$ cat config.mk
export PLATFORM = sky130hd
export DESIGN_NAME = powerup_mode_sequencer
export DESIGN_NICKNAME = d
export VERILOG_FILES = /design/src/common/powerup_pkg.sv /design/src/logic/powerup_mode_sequencer.sv
export SDC_FILE = /design/constraint.sdc
export NUM_CORES = 1
export LEC_CHECK = 0
export BUFFER_PORTS_ARGS = -buffer_cell sky130_fd_sc_hd__buf_2
export CORE_MARGIN = 4
export CORE_UTILIZATION = 50
export CTS_BUF_LIST = sky130_fd_sc_hd__clkbuf_4
export DETAILED_ROUTE_END_ITERATION = 8
export HOLD_SLACK_MARGIN = 0.05
export PLACE_DENSITY = 0.7
export RECOVER_POWER = 25
export SLEW_MARGIN = 25
export SYNTH_ARGS = -nofsm -noshare
export SYNTH_HDL_FRONTEND = slang
export SYNTH_SLANG_ARGS = --single-unit
$ cat constraint.sdc
create_clock -name clk -period 6.9 [get_ports clk]
set_input_delay 1.035 -clock clk [delete_from_list [all_inputs] [get_ports clk]]
set_output_delay 1.035 -clock clk [all_outputs]
set_load 0.03 [all_outputs]
$ cat src/common/powerup_pkg.sv
// Constants, encodings and timing for the power-up mode sequencer
package powerup_pkg;

  // ==========================================================
  // Clock and timing
  localparam int unsigned CLK_HZ     = 200_000_000;
  localparam int unsigned MS_PER_S   = 1000;
  localparam int unsigned TICK_CYC   = CLK_HZ / MS_PER_S;
  localparam int unsigned ACTIVE_S   = 3;
  localparam int unsigned PASSIVE_S  = 7;
  localparam int unsigned QUERY_S    = 30;
  localparam int unsigned PROBE_MS   = 1000;
  localparam logic [14:0] ACTIVE_MS  = 15'(ACTIVE_S * MS_PER_S);
  localparam logic [14:0] PASSIVE_MS = 15'(PASSIVE_S * MS_PER_S);
  localparam logic [14:0] QUERY_MS   = 15'(QUERY_S * MS_PER_S);
  localparam logic [14:0] PROBE_TMO  = 15'(PROBE_MS);

  // ==========================================================
  // Status LED codes
  localparam logic [3:0] LED_INIT    = 4'hF;
  localparam logic [3:0] LED_ENTER   = 4'hE;
  localparam logic [3:0] LED_POK     = 4'hD;
  localparam logic [3:0] LED_GRP_LO  = 4'h4;
  localparam logic [3:0] LED_LOOP    = 4'h6;
  localparam logic [3:0] LED_CONSOLE = 4'h3;
  localparam logic [3:0] LED_PRIMARY = 4'h2;
  localparam logic [3:0] LED_SECOND  = 4'h1;
  localparam logic [3:0] LED_OS      = 4'h0;

  // ==========================================================
  // Countdown, language selection
  localparam logic [5:0] STEP_FIRST   = 6'h3E;
  localparam logic [5:0] STEP_LAST    = 6'h03;
  localparam logic [5:0] STEP_PER_GRP = 6'h07;
  localparam logic [3:0] LANG_DEFAULT = 4'h5;
  localparam logic [4:0] LANG_MIN     = 5'h01;
  localparam logic [4:0] LANG_MAX     = 5'h0F;

  // ==========================================================
  // Console characters
  localparam logic [7:0] CHR_ESC  = 8'h1B;
  localparam logic [7:0] CHR_LBR  = 8'h5B;
  localparam logic [7:0] CHR_QM   = 8'h3F;
  localparam logic [7:0] CHR_C    = 8'h63;
  localparam logic [7:0] CHR_SIX  = 8'h36;
  localparam logic [7:0] CHR_ZERO = 8'h30;
  localparam logic [7:0] CHR_NINE = 8'h39;
  localparam logic [7:0] CHR_CR   = 8'h0D;
  localparam logic [7:0] CHR_GT   = 8'h3E;
  localparam logic [7:0] LOOP_A   = 8'h55;
  localparam logic [7:0] LOOP_B   = 8'hAA;

  // ==========================================================
  // Types
  typedef enum logic [1:0] {
    MODE_NORMAL = 2'b00,
    MODE_QUERY  = 2'b01,
    MODE_TEST   = 2'b10
  } mode_t;

  typedef enum logic [1:0] {
    MSG_PROBE  = 2'b00,
    MSG_LOOP   = 2'b01,
    MSG_CDOWN  = 2'b10,
    MSG_PROMPT = 2'b11
  } msg_t;

  typedef enum logic [3:0] {
    ST_INIT     = 4'b0000,
    ST_ENTER    = 4'b0001,
    ST_WAIT_POK = 4'b0010,
    ST_MODE     = 4'b0011,
    ST_LOOP_ACT = 4'b0100,
    ST_LOOP_PAS = 4'b0101,
    ST_HANG     = 4'b0110,
    ST_PROBE_RX = 4'b0111,
    ST_QUERY    = 4'b1000,
    ST_DIAG_LED = 4'b1001,
    ST_DIAG_RUN = 4'b1010,
    ST_DUMP     = 4'b1011,
    ST_DIAG_NXT = 4'b1100,
    ST_CONSOLE  = 4'b1101,
    ST_BOOT     = 4'b1110,
    ST_SEND     = 4'b1111
  } state_t;

endpackage : powerup_pkg

$ cat src/logic/powerup_mode_sequencer.sv
// Power-up sequencer: console probe, mode branch, diagnostics countdown, boot
`timescale 1ns/1ps

module powerup_mode_sequencer #(
  parameter int unsigned TICK_CYCLES = powerup_pkg::TICK_CYC
) (
  input  wire logic               clk,
  input  wire logic               resetn,
  input  wire logic               power_good,
  input  wire powerup_pkg::mode_t mode_switch,
  input  wire logic [3:0]         baud_switch,
  input  wire logic               battery_failed,
  input  wire logic               halt_enable,
  input  wire logic               boot_cmd,
  input  wire logic               auto_boot_halt,
  input  wire logic               boot_failed,
  input  wire logic               second_stage,
  input  wire logic               os_started,
  output logic [7:0]              tx_data,
  output logic                    tx_valid,
  input  wire logic               tx_ready,
  input  wire logic [7:0]         rx_data,
  input  wire logic               rx_valid,
  input  wire logic               rx_error,
  output logic                    diag_start,
  output logic [5:0]              diag_test,
  input  wire logic               diag_done,
  input  wire logic               diag_fail,
  output logic                    dump_req,
  input  wire logic               dump_done,
  output logic [3:0]              module_led,
  output logic [3:0]              panel_led,
  output logic [3:0]              baud_sel,
  output logic                    hardcopy,
  output logic                    multinational_charset,
  output logic                    query_active,
  output logic [3:0]              language,
  output logic                    console_mode,
  output logic                    boot_start
);
  import powerup_pkg::*;

  if (TICK_CYCLES < 1 || TICK_CYCLES > 2**18) begin : g_chk
    $error("TICK_CYCLES must lie between one and the prescaler range");
  end

  // ==========================================================
  // Functions
  function automatic logic [7:0] tx_byte(msg_t m, logic [1:0] i, logic [5:0] s);
    logic [7:0] r;
    r = CHR_GT;
    case (m)
      MSG_PROBE:  r = (i == 2'd0) ? CHR_ESC : (i == 2'd1) ? CHR_LBR : CHR_C;
      MSG_LOOP:   r = (i == 2'd0) ? LOOP_A : LOOP_B;
      MSG_CDOWN:  r = CHR_ZERO + 8'((i == 2'd0) ? s / 6'd10 : s % 6'd10);
      default:    r = CHR_GT;
    endcase
    return r;
  endfunction : tx_byte

  function automatic logic [1:0] msg_last(msg_t m);
    logic [1:0] r;
    case (m)
      MSG_PROBE:  r = 2'd2;
      MSG_LOOP:   r = 2'd1;
      MSG_CDOWN:  r = 2'd1;
      default:    r = 2'd2;
    endcase
    return r;
  endfunction : msg_last

  function automatic logic [3:0] grp_led(logic [5:0] s);
    return LED_GRP_LO + 4'((s - STEP_LAST) / STEP_PER_GRP);
  endfunction : grp_led

  // ==========================================================
  // State
  state_t      state_q;
  state_t      prev_q;
  state_t      ret_q;
  mode_t       mode_q;
  msg_t        msg_q;
  logic [1:0]  idx_q;
  logic [17:0] pre_q;
  logic        tick_q;
  logic [14:0] ms_q;
  logic [5:0]  step_q;
  logic        fail_q;
  logic        rx_seen_q;
  logic [2:0]  pidx_q;
  logic        pok_q;
  logic [4:0]  sel_q;
  logic [3:0]  led_q;

  assign module_led = led_q;

  // ==========================================================
  // Millisecond prescaler and phase timer
  always_ff @(posedge clk) begin
    if (!resetn) begin
      pre_q  <= '0;
      tick_q <= 1'b0;
    end else if (pre_q >= 18'(TICK_CYCLES - 1)) begin
      pre_q  <= '0;
      tick_q <= 1'b1;
    end else begin
      pre_q  <= pre_q + 18'd1;
      tick_q <= 1'b0;
    end
  end

  always_ff @(posedge clk) begin
    if (!resetn) begin
      prev_q <= ST_INIT;
      ms_q   <= '0;
    end else begin
      prev_q <= state_q;
      // A step's timer starts with its message, so its traffic counts toward the phase
      if (prev_q != state_q && prev_q != ST_SEND)
        ms_q <= '0;
      else if (tick_q && ms_q != 15'h7FFF)
        ms_q <= ms_q + 15'd1;
    end
  end

  // Panel copy follows the module LED register one cycle later
  always_ff @(posedge clk) begin
    if (!resetn)
      panel_led <= LED_INIT;
    else
      panel_led <= (state_q == ST_INIT) ? LED_INIT : led_q;
  end

  // ==========================================================
  // Sequencer
  always_ff @(posedge clk) begin
    if (!resetn) begin
      state_q               <= ST_INIT;
      ret_q                 <= ST_INIT;
      mode_q                <= MODE_NORMAL;
      msg_q                 <= MSG_PROBE;
      idx_q                 <= '0;
      step_q                <= STEP_FIRST;
      fail_q                <= 1'b0;
      rx_seen_q             <= 1'b0;
      pidx_q                <= '0;
      pok_q                 <= 1'b0;
      sel_q                 <= '0;
      led_q                 <= LED_INIT;
      tx_data               <= '0;
      tx_valid              <= 1'b0;
      diag_start            <= 1'b0;
      diag_test             <= STEP_FIRST;
      dump_req              <= 1'b0;
      baud_sel              <= '0;
      hardcopy              <= 1'b0;
      multinational_charset <= 1'b0;
      query_active          <= 1'b0;
      language              <= LANG_DEFAULT;
      console_mode          <= 1'b0;
      boot_start            <= 1'b0;
    end else begin
      diag_start <= 1'b0;
      dump_req   <= 1'b0;
      boot_start <= 1'b0;
      case (state_q)
        ST_INIT: begin
          led_q   <= LED_ENTER;
          state_q <= ST_ENTER;
        end
        ST_ENTER: begin
          led_q   <= LED_POK;
          state_q <= ST_WAIT_POK;
        end
        ST_WAIT_POK: if (power_good) begin
          mode_q  <= mode_switch;
          state_q <= ST_MODE;
        end
        ST_MODE: begin
          idx_q <= '0;
          if (mode_q == MODE_TEST) begin
            led_q    <= LED_LOOP;
            baud_sel <= baud_switch;
            msg_q    <= MSG_LOOP;
            ret_q    <= ST_LOOP_ACT;
          end else begin
            msg_q <= MSG_PROBE;
            ret_q <= ST_PROBE_RX;
          end
          rx_seen_q <= 1'b0;
          pidx_q    <= '0;
          pok_q     <= 1'b1;
          state_q   <= ST_SEND;
        end
        ST_LOOP_ACT: begin
          if (rx_valid)
            rx_seen_q <= 1'b1;
          if (rx_error) begin
            state_q <= ST_HANG;
          end else if (ms_q >= ACTIVE_MS) begin
            if (!rx_seen_q && !rx_valid) begin
              state_q <= ST_HANG;
            end else begin
              led_q   <= LED_CONSOLE;
              state_q <= ST_LOOP_PAS;
            end
          end
        end
        ST_LOOP_PAS: begin
          if (rx_error)
            state_q <= ST_HANG;
          else if (ms_q >= PASSIVE_MS) begin
            // Re-sampling here picks the next phase: another active phase in test mode, else the console probe
            mode_q  <= mode_switch;
            state_q <= ST_MODE;
          end
        end
        ST_HANG: led_q <= LED_LOOP;
        ST_PROBE_RX: begin
          if (rx_valid) begin
            pidx_q <= (pidx_q == 3'd7) ? pidx_q : pidx_q + 3'd1;
            case (pidx_q)
              3'd0: pok_q <= pok_q & (rx_data == CHR_ESC);
              3'd1: pok_q <= pok_q & (rx_data == CHR_LBR);
              3'd2: pok_q <= pok_q & (rx_data == CHR_QM);
              3'd3: multinational_charset <= (rx_data == CHR_SIX);
              default: ;
            endcase
          end
          if (rx_valid && rx_data == CHR_C && pidx_q >= 3'd4) begin
            hardcopy <= !pok_q;
            if (!pok_q)
              multinational_charset <= 1'b0;
            if (pok_q && multinational_charset &&
                (mode_q == MODE_QUERY || battery_failed)) begin
              query_active <= 1'b1;
              sel_q        <= '0;
              state_q      <= ST_QUERY;
            end else begin
              language <= LANG_DEFAULT;
              step_q   <= STEP_FIRST;
              state_q  <= ST_DIAG_LED;
            end
          end else if (ms_q >= PROBE_TMO) begin
            hardcopy              <= 1'b1;
            multinational_charset <= 1'b0;
            language              <= LANG_DEFAULT;
            step_q                <= STEP_FIRST;
            state_q               <= ST_DIAG_LED;
          end
        end
        ST_QUERY: begin
          if (ms_q >= QUERY_MS) begin
            language     <= LANG_DEFAULT;
            query_active <= 1'b0;
            step_q       <= STEP_FIRST;
            state_q      <= ST_DIAG_LED;
          end else if (rx_valid && rx_data >= CHR_ZERO && rx_data <= CHR_NINE) begin
            // A digit after a value above 2 would give 30 or more, so saturate
            sel_q <= (sel_q > 5'd2) ? 5'h1F : 5'(sel_q * 5'd10 + 5'(rx_data - CHR_ZERO));
          end else if (rx_valid && rx_data == CHR_CR) begin
            if (sel_q >= LANG_MIN && sel_q <= LANG_MAX) begin
              language     <= sel_q[3:0];
              query_active <= 1'b0;
              step_q       <= STEP_FIRST;
              state_q      <= ST_DIAG_LED;
            end else
              sel_q <= '0;
          end
        end
        ST_DIAG_LED: begin
          led_q   <= grp_led(step_q);
          state_q <= ST_DIAG_RUN;
        end
        ST_DIAG_RUN: begin
          if (prev_q != ST_DIAG_RUN) begin
            diag_start <= 1'b1;
            diag_test  <= step_q;
          end else if (diag_done) begin
            idx_q <= '0;
            msg_q <= MSG_CDOWN;
            ret_q <= ST_DIAG_NXT;
            if (diag_fail) begin
              fail_q   <= 1'b1;
              dump_req <= 1'b1;
              state_q  <= ST_DUMP;
            end else
              state_q <= ST_SEND;
          end
        end
        ST_DUMP: if (dump_done) state_q <= ST_SEND;
        ST_DIAG_NXT: begin
          idx_q <= '0;
          if (step_q != STEP_LAST) begin
            step_q  <= step_q - 6'd1;
            state_q <= ST_DIAG_LED;
          end else if (!fail_q && !halt_enable) begin
            led_q      <= LED_PRIMARY;
            boot_start <= 1'b1;
            state_q    <= ST_BOOT;
          end else begin
            led_q   <= LED_CONSOLE;
            msg_q   <= MSG_PROMPT;
            ret_q   <= ST_CONSOLE;
            state_q <= ST_SEND;
          end
        end
        ST_CONSOLE: begin
          console_mode <= 1'b1;
          if (boot_cmd || auto_boot_halt) begin
            console_mode <= 1'b0;
            led_q        <= LED_PRIMARY;
            boot_start   <= 1'b1;
            state_q      <= ST_BOOT;
          end
        end
        ST_BOOT: begin
          if (boot_failed) begin
            led_q   <= LED_CONSOLE;
            idx_q   <= '0;
            msg_q   <= MSG_PROMPT;
            ret_q   <= ST_CONSOLE;
            state_q <= ST_SEND;
          end else if (os_started)
            led_q <= LED_OS;
          else if (second_stage)
            led_q <= LED_SECOND;
        end
        ST_SEND: begin
          if (!tx_valid) begin
            tx_data  <= tx_byte(msg_q, idx_q, step_q);
            tx_valid <= 1'b1;
          end else if (tx_ready) begin
            tx_valid <= 1'b0;
            if (idx_q == msg_last(msg_q))
              state_q <= ret_q;
            else
              idx_q <= idx_q + 2'd1;
          end
        end
        default: state_q <= ST_INIT;
      endcase
    end
  end

endmodule : powerup_mode_sequencer

==> reports/summary.txt <==
final cell count without fillers = 1,044
TritonCTS buffer count = 9
RSZ-0062 raised after global routing = false
Residual DRC = 0
PD cells = 212 nW/um2
global-route wire length before repair = 28,100 um
worst-case clock skew = 0.0125 ns
worst reg2reg startpoint = step_q[2]
GR Util All Layers = 0.233
average wire per standard cell = 16.0 um
hold path depth = 2
leakage power = 2.73 nW
PostCTS Resize Cnt = 0
PortBufs = 67
Pins Over Slew Limit = 61
Synth warnings = 0
total gr overflow = 0
Starting Density = 0.510
DR iter-0 viols = 621
core area = 12,600 um2
RR Endpoint = module_led[0]
Post-CTS Setup Repair Bufs = 0
most common cell after layout, fill and taps aside = nor2_1
Area Growth Syn to Fin = 8.48%
Startpoint Class = register
Routability Congestion = 0.881
Final Hold Viols = 0
Clk Latency, worst-skew pair = 0.49 ns
antenna violations before repair = 3
setup TNS = 0 ns
Netlist Area Pre-Place = 6430 um2
Hold Crit Class = register to register
Die Ht = 121 um
R2R cell count = 12
crit path kind = register to register
htree depth = 3
MaxCap Viol Count = 2
Final setup violation count = 0
clock buffer depth = 2
synthesized instance count = 827
failing checks = capacitance limit, slew limit
Total Power = 1.48 mW
leading cell types in the layout, fill and taps excluded = nor2_1 (122), dfxtp_1 (106), nand2_1 (90)
EDFF count, synth = 0
Num Clock Sinks = 106
CTS tree = yes
Synth Net Count = 889
fraction of layout cells with a size suffix above 1 = 0.0898
Die X-Extent = 121 um
via/cell ratio = 5.90
Top Ports = 68
hold slack = 0.461 ns
FP Rows = 41
post-route ant nets = 0
CTS root buf = clkbuf_4
Clock Pin Slew Worst Setup and Hold Paths = 0.15 ns
CTS Hold Bufs = 0
Worst Path Required = 7.20 ns
fin crit share = 0.615
Syn Area/Cell = 7.77 um2
relative slew slack = -0.0233
Worst Tran Pin Value = 1.53 ns
outcome = finished, violations left
worst setup path startpoint = step_q[2]
critical path data arrival time = 4.54 ns
maximum vdd drop = 0.108 mV
largest net degree at the start of global routing = 31
Peak Freq = 236 MHz
top fanout value on the critical path = 25
endpoint type of the worst setup path = register
Unique masters post-synth = 78
NumNets Final = 928
Reg2Reg Setup Slack = 2.66 ns
Synth Register Bits = 106
Main synth FF type = dfxtp_1
drt pass-1 iters = 6
FFs w/ async S/R, synth = 0
estimated wirelength of the detail-placed design = 12,300 um
area of the die = 14,700 um2
Via Count = 6,160
vias in the first global route = 5,789
placed insts = 1,027
hold path start = language[1]
register area share after synthesis = 0.330
WL final = 16,700 um
Tmin final = 4.24 ns
CP endpoint = module_led[0]
-- area by class of cell --
class | count | area, um2
diodes | 3 | 7.51
multi-input cells | 651 | 4040
flip-flops and latches | 106 | 2120
fillers | 1240 | 5640
clock buffers | 9 | 67.6
clock inverters | 5 | 103
repair buffers | 69 | 315
well taps | 172 | 215
inverters | 29 | 109
-- report_power, final --
part | switching [mW] | internal [mW]
sequential | 0.0673 | 0.645
clock | 0.207 | 0.180
combinational | 0.248 | 0.132
total | 0.522 | 0.957
-- how the worst min path moves through the flow --
stage,slack (ns),end
2_1_floorplan,0.43,pre_q[0]
3_3_place_gp,0.44,language[3]
3_5_place_dp,0.44,language[1]
4_1_cts,0.46,language[1]
5_1_grt,0.49,language[1]
6_report,0.46,language[1]
-- cell families (layout without fill, tap and decap cells) --
| kind of cell | count (synthesis) | after routing | synth area share |
|---|---|---|---|
| buf+inv | 70 | 112 | 0.0422 |
| flops | 106 | 106 | 0.330 |
| xor+xnor | 48 | 48 | 0.0654 |
| other cells | 0 | 3 | 0 |
| fa+ha+maj | 32 | 32 | 0.0634 |
| compound gates | 213 | 213 | 0.222 |
| mux | 14 | 14 | 0.0220 |
| simple gates | 344 | 344 | 0.255 |
-- Yosys cell counts (all sizes together), types with 5 or more instances --
library cell | number | area (um2)
a211oi | 7 | 52.6
a21o | 9 | 67.6
a21oi | 52 | 260
a22oi | 9 | 72.6
a31oi | 12 | 75.1
and2 | 5 | 31.3
and3 | 12 | 75.1
buf | 10 | 46.3
clkbuf | 31 | 116
dfxtp | 106 | 2120
ha | 31 | 388
inv | 27 | 101
mux2i | 13 | 130
nand2 | 90 | 338
nand2b | 8 | 50.1
nand3 | 30 | 168
nand3b | 5 | 37.5
nand4 | 14 | 87.6
nor2 | 124 | 470
nor2b | 6 | 37.5
nor3 | 18 | 90.1
nor4 | 7 | 50.1
o211ai | 9 | 67.6
o21ai | 52 | 260
o31ai | 8 | 60.1
or2 | 7 | 43.8
xnor2 | 22 | 193
xor2 | 26 | 228
-- worst max-delay path, cell delays in order, from the launching register on --
cell and delay [ns]:
dfxtp_1 0.91, a21oi_1 0.26, xnor2_1 0.49, ha_1 0.48, and2_1 0.22, or4_1 0.15, nor4b_2 0.35, nand3_1 0.24
and2_1 0.21, ha_1 0.21, xnor2_1 0.14, a211oi_1 0.25, o311ai_1 0.13
-- per-layer routing --
layer | vias to the layer above | track usage | wire length (um)
met5 | - | 0 | 0
met4 | 0 | 0.0791 | 337
met3 | 30 | 0.0545 | 1020
met2 | 204 | 0.369 | 7610
met1 | 2894 | 0.311 | 7700
li1 | 3032 | - | -
-- state kept, by name, indices dropped and copies added (netlist names), 2 cells and up --
register,flops
pre_q,18
ms_q,15
tx_data,8
diag_test,6
step_q,6
sel_q,5
baud_sel,4
language,4
module_led,4
panel_led,4
prev_q,4
ret_q,4
state_q,4
pidx_q,3
idx_q,2
mode_q,2
-- stage by stage --
step	instance area, um2	util	setup slack, ns
floorplan	6430	-	3.70
global placement	6830	0.541	2.95
detailed placement	6830	0.541	2.79
CTS	7000	0.555	2.74
global route	6980	0.553	2.20
finish	6980	0.553	2.66
No activity file was read; power rests on OpenSTA's default activity.
